--- src/shared/seg_sel_map.svh ---
`ifndef SEG_SEL_MAP_SVH
`define SEG_SEL_MAP_SVH
`define NUM_SEGS 7
`define SEG_CODE 3'h0
`define SEG_DATA 3'h1
`define SEG_SDEST 3'h2
`define SEG_XFIRST 3'h3
`define SEG_XSECOND 3'h4
`define SEG_STACK 3'h5
`define SEG_LTAB 3'h6
`define SEL_IDX_HI 15
`define SEL_IDX_LO 3
`define SEL_TSEL_BIT 2
`define SEL_RP_HI 1
`define SEL_RP_LO 0
`define DESC_OFS_PAD 3'h0
`define DESC_LAST_BYTE 3'h7
`define DESC_DPL_HI 46
`define DESC_DPL_LO 45
`define DESC_PRES_BIT 47
`define DESC_L_BIT 53
`define DESC_D_BIT 54
`define DESC_G_BIT 55
`define DESC_LIM_HI_HI 51
`define DESC_LIM_HI_LO 48
`define DESC_LIM_LO_HI 15
`define DESC_LIM_LO_LO 0
`define DESC_BASE_HI_HI 63
`define DESC_BASE_HI_LO 56
`define DESC_BASE_LO_HI 39
`define DESC_BASE_LO_LO 16
`define GRAN_FILL 12'hFFF
`define MR_XFIRST_ADDR 32'hC0000100
`define MR_XSECOND_ADDR 32'hC0000101
`define VA_MSB 47
`define PRIV_KERNEL 2'h0
`define PRIV_USER 2'h3
`endif

--- src/shared/seg_sel_pkg.sv ---
package seg_sel_pkg;
    typedef logic [2:0] seg_idx_type;
    typedef enum logic [1:0] {
        ST_IDLE = 2'b01,
        ST_FETCH = 2'b10
    } fsm_state_type;
    typedef enum logic [1:0] {
        ACC_DATA = 2'h0,
        ACC_SDEST = 2'h1,
        ACC_STACK = 2'h2,
        ACC_CODE = 2'h3
    } acc_kind_type;
endpackage

--- src/seg_sel_unit.sv ---
`timescale 1ns/1ps
`include "seg_sel_map.svh"
module seg_sel_unit (
    // Clock and reset
    input wire logic sys_clk_in,
    input wire logic rst_b_in,
    // Mode and global table register
    input wire logic mode64_in,
    input wire logic [63:0] gtab_base_in,
    input wire logic [15:0] gtab_limit_in,
    // Segment load
    input wire logic load_req_in,
    input wire seg_sel_pkg::seg_idx_type load_seg_in,
    input wire logic [15:0] load_sel_in,
    output logic load_done_out,
    output logic fault_out,
    // Descriptor fetch
    output logic desc_req_out,
    output logic [63:0] desc_addr_out,
    input wire logic desc_ack_in,
    input wire logic [63:0] desc_data_in,
    // Model register access
    input wire logic mreg_wr_in,
    input wire logic mreg_rd_in,
    input wire logic [31:0] mreg_addr_in,
    input wire logic [63:0] mreg_wdata_in,
    output logic [63:0] mreg_rdata_out,
    output logic mreg_rvalid_out,
    // Address generation
    input wire logic ea_req_in,
    input wire logic ea_ovr_in,
    input wire seg_sel_pkg::seg_idx_type ea_ovr_seg_in,
    input wire seg_sel_pkg::acc_kind_type ea_kind_in,
    input wire logic [63:0] ea_offset_in,
    output logic ea_valid_out,
    output logic [63:0] ea_out,
    output logic ea_fault_out,
    // Privilege, code attributes, selector readback
    output logic [1:0] cur_priv_out,
    output logic cs_long_out,
    output logic cs_dsize_out,
    input wire seg_sel_pkg::seg_idx_type selr_seg_in,
    output logic [15:0] selr_data_out
);
    import seg_sel_pkg::*;

    function automatic logic is_null(input logic [15:0] s);
        is_null = (s[`SEL_IDX_HI:`SEL_TSEL_BIT] == '0);
    endfunction

    function automatic logic canon(input logic [63:0] a);
        canon = (&a[63:`VA_MSB]) | ~(|a[63:`VA_MSB]);
    endfunction

    fsm_state_type state_r, state_nxt;
    logic [15:0] sel_r [`NUM_SEGS];
    logic [15:0] sel_nxt [`NUM_SEGS];
    logic [63:0] base_r [`NUM_SEGS];
    logic [63:0] base_nxt [`NUM_SEGS];
    logic [31:0] lim_r [`NUM_SEGS];
    logic [31:0] lim_nxt [`NUM_SEGS];
    logic [1:0] dpl_r [`NUM_SEGS];
    logic [1:0] dpl_nxt [`NUM_SEGS];
    logic [`NUM_SEGS-1:0] l_r, l_nxt, d_r, d_nxt;
    logic [1:0] cpl_r, cpl_nxt;
    seg_idx_type ld_seg_r, ld_seg_nxt;
    logic [15:0] ld_sel_r, ld_sel_nxt;
    logic done_r, done_nxt, fault_r, fault_nxt;
    logic dreq_r, dreq_nxt;
    logic [63:0] daddr_r, daddr_nxt;
    logic mrv_r, mrv_nxt;
    logic [63:0] mrd_r, mrd_nxt;
    logic [15:0] selr_r, selr_nxt;
    logic eav_r, eav_nxt, eaf_r, eaf_nxt;
    logic [63:0] ea_r, ea_nxt;
    logic ack_ok;

    always_comb begin : load_comb
        logic [63:0] tbl_base;
        logic [31:0] lim_w;
        logic [19:0] lim20;
        logic [1:0] eff;
        logic bad;
        tbl_base = '0;
        lim_w = '0;
        lim20 = '0;
        eff = '0;
        bad = 1'b0;
        ack_ok = 1'b0;
        state_nxt = state_r;
        for (int i = 0; i < `NUM_SEGS; i++) begin
            sel_nxt[i] = sel_r[i];
            base_nxt[i] = base_r[i];
            lim_nxt[i] = lim_r[i];
            dpl_nxt[i] = dpl_r[i];
        end
        l_nxt = l_r;
        d_nxt = d_r;
        cpl_nxt = cpl_r;
        ld_seg_nxt = ld_seg_r;
        ld_sel_nxt = ld_sel_r;
        done_nxt = 1'b0;
        fault_nxt = 1'b0;
        dreq_nxt = dreq_r;
        daddr_nxt = daddr_r;
        mrv_nxt = 1'b0;
        mrd_nxt = mrd_r;
        selr_nxt = (selr_seg_in < `SEG_LTAB) ? sel_r[selr_seg_in] : '0;
        unique case (state_r)
            ST_IDLE: begin
                if (load_req_in) begin
                    if (load_sel_in[`SEL_TSEL_BIT]) begin
                        tbl_base = base_r[`SEG_LTAB];
                        bad = is_null(sel_r[`SEG_LTAB]) ||
                            ({16'h0, load_sel_in[`SEL_IDX_HI:`SEL_IDX_LO],
                            `DESC_LAST_BYTE} > lim_r[`SEG_LTAB]);
                    end else begin
                        tbl_base = gtab_base_in;
                        bad = ({load_sel_in[`SEL_IDX_HI:`SEL_IDX_LO],
                            `DESC_LAST_BYTE} > gtab_limit_in);
                    end
                    if (is_null(load_sel_in)) begin
                        if (load_seg_in == `SEG_CODE ||
                            (load_seg_in == `SEG_STACK &&
                            (!mode64_in || cpl_r == `PRIV_USER))) begin
                            fault_nxt = 1'b1;
                        end else if (load_seg_in < `NUM_SEGS) begin
                            sel_nxt[load_seg_in] = load_sel_in;
                            done_nxt = 1'b1;
                        end else begin
                            fault_nxt = 1'b1;
                        end
                    end else if (bad || load_seg_in >= `NUM_SEGS) begin
                        fault_nxt = 1'b1;
                    end else begin
                        ld_seg_nxt = load_seg_in;
                        ld_sel_nxt = load_sel_in;
                        dreq_nxt = 1'b1;
                        daddr_nxt = tbl_base + {48'h0,
                            load_sel_in[`SEL_IDX_HI:`SEL_IDX_LO],
                            `DESC_OFS_PAD};
                        state_nxt = ST_FETCH;
                    end
                end else if (mreg_wr_in && (mreg_addr_in == `MR_XFIRST_ADDR ||
                    mreg_addr_in == `MR_XSECOND_ADDR)) begin
                    if (cpl_r != `PRIV_KERNEL || !canon(mreg_wdata_in)) begin
                        fault_nxt = 1'b1;
                    end else if (mreg_addr_in == `MR_XFIRST_ADDR) begin
                        base_nxt[`SEG_XFIRST] = mreg_wdata_in;
                    end else begin
                        base_nxt[`SEG_XSECOND] = mreg_wdata_in;
                    end
                end
                if (mreg_rd_in) begin
                    mrv_nxt = 1'b1;
                    // Only the two extra bases are reachable
                    if (cpl_r != `PRIV_KERNEL) begin
                        mrd_nxt = '0;
                        fault_nxt = 1'b1;
                    end else if (mreg_addr_in == `MR_XFIRST_ADDR) begin
                        mrd_nxt = base_r[`SEG_XFIRST];
                    end else if (mreg_addr_in == `MR_XSECOND_ADDR) begin
                        mrd_nxt = base_r[`SEG_XSECOND];
                    end else begin
                        mrd_nxt = '0;
                    end
                end
            end
            ST_FETCH: begin
                if (desc_ack_in) begin
                    eff = (cpl_r > ld_sel_r[`SEL_RP_HI:`SEL_RP_LO]) ?
                        cpl_r : ld_sel_r[`SEL_RP_HI:`SEL_RP_LO];
                    bad = !desc_data_in[`DESC_PRES_BIT];
                    if (ld_seg_r == `SEG_STACK) begin
                        bad = bad ||
                            ld_sel_r[`SEL_RP_HI:`SEL_RP_LO] != cpl_r ||
                            desc_data_in[`DESC_DPL_HI:`DESC_DPL_LO] != cpl_r;
                    end else if (ld_seg_r != `SEG_CODE &&
                        ld_seg_r != `SEG_LTAB) begin
                        bad = bad ||
                            eff > desc_data_in[`DESC_DPL_HI:`DESC_DPL_LO];
                    end
                    lim20 = {desc_data_in[`DESC_LIM_HI_HI:`DESC_LIM_HI_LO],
                        desc_data_in[`DESC_LIM_LO_HI:`DESC_LIM_LO_LO]};
                    lim_w = desc_data_in[`DESC_G_BIT] ?
                        {lim20, `GRAN_FILL} : {12'h0, lim20};
                    dreq_nxt = 1'b0;
                    state_nxt = ST_IDLE;
                    ack_ok = !bad;
                    fault_nxt = bad;
                    done_nxt = !bad;
                    if (!bad) begin
                        sel_nxt[ld_seg_r] = ld_sel_r;
                        base_nxt[ld_seg_r] = {32'h0,
                            desc_data_in[`DESC_BASE_HI_HI:`DESC_BASE_HI_LO],
                            desc_data_in[`DESC_BASE_LO_HI:`DESC_BASE_LO_LO]
                            };
                        lim_nxt[ld_seg_r] = lim_w;
                        dpl_nxt[ld_seg_r] =
                            desc_data_in[`DESC_DPL_HI:`DESC_DPL_LO];
                        l_nxt[ld_seg_r] = desc_data_in[`DESC_L_BIT];
                        d_nxt[ld_seg_r] = desc_data_in[`DESC_D_BIT];
                        if (ld_seg_r == `SEG_CODE) begin
                            cpl_nxt =
                                desc_data_in[`DESC_DPL_HI:`DESC_DPL_LO];
                        end
                    end
                end
            end
        endcase
    end

    always_ff @(posedge sys_clk_in or negedge rst_b_in) begin
        if (!rst_b_in) begin
            state_r <= ST_IDLE;
            for (int i = 0; i < `NUM_SEGS; i++) begin
                sel_r[i] <= '0;
                base_r[i] <= '0;
                lim_r[i] <= '0;
                dpl_r[i] <= '0;
            end
            l_r <= '0;
            d_r <= '0;
            cpl_r <= `PRIV_KERNEL;
            ld_seg_r <= `SEG_CODE;
            ld_sel_r <= '0;
            done_r <= 1'b0;
            fault_r <= 1'b0;
            dreq_r <= 1'b0;
            daddr_r <= '0;
            mrv_r <= 1'b0;
            mrd_r <= '0;
            selr_r <= '0;
        end else begin
            state_r <= state_nxt;
            for (int i = 0; i < `NUM_SEGS; i++) begin
                sel_r[i] <= sel_nxt[i];
                base_r[i] <= base_nxt[i];
                lim_r[i] <= lim_nxt[i];
                dpl_r[i] <= dpl_nxt[i];
            end
            l_r <= l_nxt;
            d_r <= d_nxt;
            cpl_r <= cpl_nxt;
            ld_seg_r <= ld_seg_nxt;
            ld_sel_r <= ld_sel_nxt;
            done_r <= done_nxt;
            fault_r <= fault_nxt;
            dreq_r <= dreq_nxt;
            daddr_r <= daddr_nxt;
            mrv_r <= mrv_nxt;
            mrd_r <= mrd_nxt;
            selr_r <= selr_nxt;
        end
    end

    always_comb begin : ea_comb
        seg_idx_type es;
        logic [31:0] sum32;
        es = `SEG_DATA;
        sum32 = '0;
        if (ea_ovr_in) begin
            es = ea_ovr_seg_in;
        end else begin
            unique case (ea_kind_in)
                ACC_DATA: es = `SEG_DATA;
                ACC_SDEST: es = `SEG_SDEST;
                ACC_STACK: es = `SEG_STACK;
                ACC_CODE: es = `SEG_CODE;
            endcase
        end
        eav_nxt = ea_req_in;
        ea_nxt = ea_r;
        eaf_nxt = 1'b0;
        if (ea_req_in) begin
            if (es >= `SEG_LTAB) begin
                ea_nxt = '0;
                eaf_nxt = 1'b1;
            end else if (mode64_in) begin
                if (es == `SEG_XFIRST || es == `SEG_XSECOND) begin
                    ea_nxt = base_r[es] + ea_offset_in;
                end else begin
                    ea_nxt = ea_offset_in;
                end
                eaf_nxt = !canon(ea_nxt);
            end else begin
                sum32 = base_r[es][31:0] + ea_offset_in[31:0];
                ea_nxt = {32'h0, sum32};
                eaf_nxt = is_null(sel_r[es]) ||
                    ea_offset_in[31:0] > lim_r[es];
            end
        end
    end

    always_ff @(posedge sys_clk_in or negedge rst_b_in) begin
        if (!rst_b_in) begin
            eav_r <= 1'b0;
            ea_r <= '0;
            eaf_r <= 1'b0;
        end else begin
            eav_r <= eav_nxt;
            ea_r <= ea_nxt;
            eaf_r <= eaf_nxt;
        end
    end

    assign load_done_out = done_r;
    assign fault_out = fault_r;
    assign desc_req_out = dreq_r;
    assign desc_addr_out = daddr_r;
    assign mreg_rdata_out = mrd_r;
    assign mreg_rvalid_out = mrv_r;
    assign ea_valid_out = eav_r;
    assign ea_out = ea_r;
    assign ea_fault_out = eaf_r;
    assign cur_priv_out = cpl_r;
    assign cs_long_out = l_r[`SEG_CODE];
    assign cs_dsize_out = d_r[`SEG_CODE];
    assign selr_data_out = selr_r;

    entry_addr_a: assert property (@(posedge sys_clk_in)
        disable iff (!rst_b_in)
        $rose(dreq_r) && !$past(load_sel_in[`SEL_TSEL_BIT]) |->
        daddr_r == $past(gtab_base_in) + {48'h0,
        $past(load_sel_in[`SEL_IDX_HI:`SEL_IDX_LO]), `DESC_OFS_PAD})
        else $error("descriptor address wrong");
    cpl_set_a: assert property (@(posedge sys_clk_in)
        disable iff (!rst_b_in)
        state_r == ST_FETCH && ack_ok && ld_seg_r == `SEG_CODE |=>
        cpl_r == $past(desc_data_in[`DESC_DPL_HI:`DESC_DPL_LO]) && done_r)
        else $error("privilege not taken from code descriptor");
    null_code_a: assert property (@(posedge sys_clk_in)
        disable iff (!rst_b_in)
        state_r == ST_IDLE && load_req_in && load_seg_in == `SEG_CODE &&
        is_null(load_sel_in) |=> fault_r && !dreq_r && !done_r)
        else $error("null code load not faulted");
    null_data_a: assert property (@(posedge sys_clk_in)
        disable iff (!rst_b_in)
        state_r == ST_IDLE && load_req_in && load_seg_in == `SEG_DATA &&
        is_null(load_sel_in) |=> done_r && !fault_r &&
        sel_r[`SEG_DATA] == $past(load_sel_in))
        else $error("null data load refused");
    null_ref_a: assert property (@(posedge sys_clk_in)
        disable iff (!rst_b_in)
        ea_req_in && !mode64_in && !ea_ovr_in && ea_kind_in == ACC_DATA &&
        is_null(sel_r[`SEG_DATA]) |=> eav_r && eaf_r)
        else $error("null reference not faulted");
    flat64_a: assert property (@(posedge sys_clk_in)
        disable iff (!rst_b_in)
        ea_req_in && mode64_in && !ea_ovr_in |=>
        ea_r == $past(ea_offset_in) && eaf_r == !canon($past(ea_offset_in)))
        else $error("64-bit base not zero");
    mreg_noncanon_a: assert property (@(posedge sys_clk_in)
        disable iff (!rst_b_in)
        state_r == ST_IDLE && !load_req_in && mreg_wr_in &&
        mreg_addr_in == `MR_XFIRST_ADDR && !canon(mreg_wdata_in) |=>
        fault_r && $stable(base_r[`SEG_XFIRST]))
        else $error("bad base write accepted");
    gtab_limit_a: assert property (@(posedge sys_clk_in)
        disable iff (!rst_b_in)
        state_r == ST_IDLE && load_req_in && !is_null(load_sel_in) &&
        !load_sel_in[`SEL_TSEL_BIT] && {load_sel_in[`SEL_IDX_HI:
        `SEL_IDX_LO], `DESC_LAST_BYTE} > gtab_limit_in |=> fault_r && !dreq_r)
        else $error("limit overrun not faulted");
    base_clear_a: assert property (@(posedge sys_clk_in)
        disable iff (!rst_b_in)
        state_r == ST_FETCH && ack_ok && ld_seg_r == `SEG_XSECOND |=>
        base_r[`SEG_XSECOND][63:32] == 32'h0)
        else $error("upper base not cleared");
endmodule // seg_sel_unit

--- config.mk ---
export PLATFORM = sky130hd
export DESIGN_NAME = seg_sel_unit
export DESIGN_NICKNAME = d
export VERILOG_FILES = /design/src/shared/seg_sel_pkg.sv /design/src/seg_sel_unit.sv
export VERILOG_INCLUDE_DIRS = /design/src /design/src/shared
export SDC_FILE = /design/constraint.sdc
export NUM_CORES = 2
export LEC_CHECK = 0
export BUFFER_PORTS_ARGS = -buffer_cell sky130_fd_sc_hd__buf_2
export CORE_MARGIN = 2
export CORE_UTILIZATION = 30
export CTS_BUF_LIST = sky130_fd_sc_hd__clkbuf_8 sky130_fd_sc_hd__clkbuf_16
export CTS_CLUSTER_DIAMETER = 40
export CTS_CLUSTER_SIZE = 28
export DETAILED_ROUTE_END_ITERATION = 7
export SYNTH_ARGS = -nofsm -noshare
export SYNTH_HDL_FRONTEND = slang
export SYNTH_SLANG_ARGS = --single-unit
--- constraint.sdc ---
create_clock -name sys_clk_in -period 8.9 [get_ports sys_clk_in]
set_input_delay 1.335 -clock sys_clk_in [delete_from_list [all_inputs] [get_ports sys_clk_in]]
set_output_delay 1.335 -clock sys_clk_in [all_outputs]
set_load 0.05 [all_outputs]
# Word-level counts from Yosys, hierarchy flattened
# Cells that the tools add are included.
[totals]
register_bits = 1035
in_bits = 340
output_inout_bits = 218
wordCells = 237
[classes]
addsub = 3
order_cmp = 17
eq_ne = 28
muxes = 99
n_bitwise = 11
n_reduce_logical = 42
[ops]
columns = ["op", "n"]
rows = [
  ["$mux 64", 17],
  ["$mux 112", 6],
  ["$mux 256", 2],
  ["$bwmux 448", 1],
  ["$mux 128", 3],
  ["$pmux 128 s2", 1],
  ["$bwmux 112", 2],
  ["$bwmux 224", 1],
  ["$pmux 112 s2", 1],
  ["$bmux 64 s3", 1],
  ["$demux 64 s3", 1],
  ["$mux 32", 4],
  ["$mux 16", 7],
  ["$bmux 16 s3", 2],
  ["$bmux 32 s3", 1],
  ["$demux 16 s3", 2],
  ["$demux 32 s3", 1],
  ["$add 64x16->64", 1],
  ["$add 64x64->64", 1],
  ["$eq 32x32->1 const B", 2],
  ["$logic_not 14->1", 3],
  ["$reduce_and 17->1", 2],
  ["$reduce_or 17->1", 2],
  ["$add 32x32->32", 1],
  ["other kinds (39)", 135],
]

# Longest topological paths before layout
[depth]
ltp_word = 19
ltp_mapped = 23
mapped_depth_nobuf = 21

# Least setup slack after synthesis
# Ideal clock, no wire load.
[synth_path]
kind = "input to register"
startpoint = "in load_sel_in[2]"
endpoint = "reg daddr_r[51] (netlist: desc_addr_out[51])"
setup_ns = 0.096
arrival_time_ns = 5.644
required_time_ns = 8.804
path_slack_ns = 3.160
cell_stages = 21
path_cell_list = "buf_2 > clkbuf_1 > buf_2 > buf_1 > buf_1 > buf_1 > mux2i_1 > fa_1 > nor2b_1 > o21ai_1 > a21boi_1 > o21ai_0 > a21boi_1 > o21ai_1 > a211oi_1 > o21a_2 > nand4_1 > buf_2 > nor3_1 > xnor2_1 > o31ai_1"
[synth_between]
elab_chain_len = 6
[synth_lines]
columns = ["item", "line", "source"]
rows = [
  ["from (decl)", "seg_sel_unit.sv:14", "input wire logic [15:0] load_sel_in,"],
  ["branches (longest 6 deep; another with $add 64x16->64)", "--", ""],
  ["to (signal assigned)", "seg_sel_unit.sv:250", "daddr_r <= daddr_nxt;"],
  ["to (decl)", "seg_sel_unit.sv:70", "logic [63:0] daddr_r, daddr_nxt;"],
]
# Several ways; the timed one is not identified. The select of a mux whose other input is x is not followed.
# A chain may end at the register's enable or synchronous reset.

# Final worst setup path
[layout_path]
startpoint = "in ea_ovr_in"
endpoint = "reg eaf_r (netlist: ea_fault_out)"
[layout_between]
elab_chain_len = 17
[layout_lines]
columns = ["item", "line", "source"]
rows = [
  ["from (decl)", "seg_sel_unit.sv:31", "input wire logic ea_ovr_in,"],
  ["$mux 3 (*)", "seg_sel_unit.sv:262", "if (ea_ovr_in) begin"],
  ["$not 3->4 (not written as such)", "seg_sel_unit.sv:281, seg_sel_unit.sv:289, seg_sel_unit.sv:290", ""],
  ["$bmux 64 s3", "seg_sel_unit.sv:281", "ea_nxt = base_r[es] + ea_offset_in;"],
  ["$mux 64 (2 in series)", "--", ""],
  ["$add 64x64->64", "seg_sel_unit.sv:281", ""],
  ["$mux 64", "seg_sel_unit.sv:280", "if (es == `SEG_XFIRST || es == `SEG_XSECOND) begin"],
  ["$mux 64", "seg_sel_unit.sv:279", "end else if (mode64_in) begin"],
  ["$mux 64", "seg_sel_unit.sv:276", "if (es >= `SEG_LTAB) begin"],
  ["$mux 64", "seg_sel_unit.sv:275", "if (ea_req_in) begin"],
  ["$reduce_or 17->1", "seg_sel_unit.sv:52", "canon = (&a[63:`VA_MSB]) | ~(|a[63:`VA_MSB]);"],
  ["$not 1->1", "seg_sel_unit.sv:52", ""],
  ["$or 1x1->1", "seg_sel_unit.sv:52", ""],
  ["$logic_not 1->1", "seg_sel_unit.sv:285", "eaf_nxt = !canon(ea_nxt);"],
  ["$mux 1", "seg_sel_unit.sv:279", ""],
  ["$mux 1 (*)", "seg_sel_unit.sv:276", ""],
  ["$mux 1 (*)", "seg_sel_unit.sv:275", ""],
  ["net eaf_nxt", "seg_sel_unit.sv:74", "logic eav_r, eav_nxt, eaf_r, eaf_nxt;"],
  ["to (signal assigned)", "seg_sel_unit.sv:303", "eaf_r <= eaf_nxt;"],
  ["to (decl)", "seg_sel_unit.sv:74", ""],
]
# Mark *: on every way through the listed nets, which the timed path passes. The rest lies on a longest branch. The select of a mux whose other input is x is not followed.

==> flow_summary.ini <==
[place]
port_buffers = 551
place_congestion = 0.923
detailed_place.area_um2 = 51100
hpwl_mm = 132

[yosys]
syn_area_um2 = 46500
synth.avg_cell_area_um2 = 8.98
yosysWarnings = 0
synth-main-ff-cell = dfrtp_1
ys_seq_area_frac = 0.463
syn_inst = 5171
synth-seq-cells = 860
synth_edf_count = 0
synth-async-reset-ratio = 1.00
synth_nets = 5667
synth_cell_types = 87

[grt]
antenna_found_initial = 62
grt_pass1_wl_mm = 275
grt_usage = 0.232
grt_max_degree = 170
overflow = 0
grt_pass1_vias = 40900

[detailed_routing]
vias = 42500
avgRoutedWirePerCell_um = 24.2
ant_nets = 0
drc_errors = 0
routed_wl_mm = 187
drt-met1-wl_mm = 79.2
dr.pass1.iters = 5
avgViaCountPerCell = 5.49
drt_iter0_drc = 4028
top_layer = met5
wl_met2_mm = 82.4
wl_met3_mm = 17.7

[sta]
rsz0062_at_grt = false
fin_crit_sh = 0.751
whs_ns = 0.467
worstMarginPinSlew_ns = 1.19
hold_viol = 0
slew_headroom = 0.208
fmax_ghz = 0.150
fin_crit_ns = 6.69
finalClockSkew_ns = 0.0554
tns_ns = 0
setup_viol = 0
drv_slew = 0

[outcome]
outcome = completed

[floorplan]
num_rows = 144
die_w_um = 398
ioPinCount = 558
coreArea_um2 = 154000
initial_utilization = 0.302
die_h_um = 398
die_area_um2 = 158000

[layout]
finalNetCount = 6057
fin_area_um2 = 56300
area_growth_pct = 21.2
final_cell_mix = nand2_1, dfrtp_1, buf_2, o21ai_0, a21oi_1
final_common_cell = nand2_1
drive_gt1_frac = 0.178
fill_cells = 15700

[setup_path]
path_max_fanout = 63
critPathCaptureType = flop
worst_ep_arrival_time_ns = 7.30
critPathKind = in2reg
cp-start-kind = input pin
worstPathRequired_ns = 9.51
reg2reg_depth = 16

[worst_hold_path]
hp-class = reg2reg
hold_path_depth = 2

[clock_tree]
cts-root-buf = clkbuf_16
clock-sinks = 860
cts_buffers = 142
clk_latency_ns = 0.80
clk_pin_slew_worst_paths_ns = 0.06
cts_tree = yes
postCtsSetupBuffers = 0
cts_max_path_buffers = 3
cts_hold_buffers = 0
cts-htree-levels = 4
cts_resized = 0

[power_and_ir_drop]
power.leakage_nw = 25.7
ir_drop_mv = 0.262
p_total_mw = 18.6
powerDensity_nw_per_um2 = 331

[job]
max-cap-violations = 0
## Yosys cell counts, drive strengths merged (64+ instances only)
library cell | number | area [µm²]
nand4 | 69 | 432
inv | 73 | 274
nand2 | 1164 | 4370
a22o | 116 | 1020
clkbuf | 311 | 1170
ha | 154 | 1930
buf | 64 | 285
mux2i | 149 | 1490
a21oi | 339 | 1700
xnor2 | 67 | 587
nor2 | 296 | 1110
o21a | 120 | 902
o21ai | 512 | 2570
dfrtp | 859 | 21500
o221ai | 107 | 937
## worst max-delay path: stages
cell and delay (ns):
buf_2 0.27, nor2_1 0.18, a21o_4 0.45, nor2_4 0.68
a21oi_1 0.18, a21oi_1 0.85, ha_1 0.41, a21oi_1 0.25
o21a_1 0.22, o21ai_0 0.12, a221o_1 0.42, o211ai_1 0.25
a21oi_1 0.15, a211oi_1 0.61, o2111ai_1 0.27, nor4_2 0.29
a41o_1 0.21, o311ai_2 0.10
## final timing paths
check | slack, ns | from | endpoint
max | 2.21 | ea_ovr_in | ea_fault_out$_DFF_PN0_
min | 0.47 | mreg_rdata_out[25]$_DFFE_PN0P_ | mreg_rdata_out[25]$_DFFE_PN0P_
max reg2reg | 3.88 | base_r[209]$_DFFE_PN0P_ | ea_fault_out$_DFF_PN0_
min reg2reg | 0.47 | mreg_rdata_out[25]$_DFFE_PN0P_ | mreg_rdata_out[25]$_DFFE_PN0P_
min in group asynchronous | 0.60 | rst_b_in | mreg_rdata_out[50]$_DFFE_PN0P_
max in group asynchronous | 6.18 | rst_b_in | desc_addr_out[56]$_DFFE_PN0P_
## state kept, by name, summed over array words and instances, names as in the netlist
register	flops
fault_out	1
cur_priv_out	2
d_r	1
sel_r	110
selr_data_out	16
ea_valid_out	1
load_done_out	1
state_r	2
ea_out	64
ld_sel_r	16
mreg_rvalid_out	1
base_r	288
ea_fault_out	1
ld_seg_r	3
lim_r	224
l_r	1
mreg_rdata_out	64
desc_addr_out	64
## metrics by stage
step	worst slack, ns	std cells	util
after floorplan	3.16	5171	-
after global placement	1.57	7461	0.332
after detailed placement	1.56	7461	0.332
after CTS	2.36	7722	0.365
after global routing	2.05	7745	0.366
final	2.21	7750	0.366
## kinds of logic after synthesis
kind of cell / Yosys count / share of synthesized area
AND/OR/NAND/NOR: 1788 / 0.163
AO/OA/AOI/OAI: 1580 / 0.220
flip-flops: 860 / 0.463
buffers and inverters: 448 / 0.0372
multiplexers: 222 / 0.0522
adder cells (fa/ha/maj): 156 / 0.0423
XOR/XNOR: 117 / 0.0221
## routing by layer
metal / vias to the layer above / global-route usage
met5: - / 0
met3: 414 / 0.0660
met1: 20900 / 0.311
met2: 1815 / 0.347
met4: 40 / 0.106
li1: 19300 / -
## report_power, final
group | switching (mW) | internal [mW] | total, mW
Combinational | 4.27 | 2.09 | 6.36
Sequential | 1.01 | 5.38 | 6.39
Clock | 2.14 | 3.73 | 5.87
## final cells by class
cell class / instances / area (µm²) / area share
flip-flops and latches: 860 / 21500 / 0.382
diodes: 28 / 70.1 / 0.00124
clock buffers: 159 / 3840 / 0.0683
clock inverters: 102 / 1250 / 0.0222
multi-input cells: 3863 / 23400 / 0.415
well taps: 2044 / 2560 / 0.0454
inverters: 73 / 274 / 0.00487
repair buffers: 621 / 3390 / 0.0602
No activity file was read; power rests on OpenSTA's default activity.
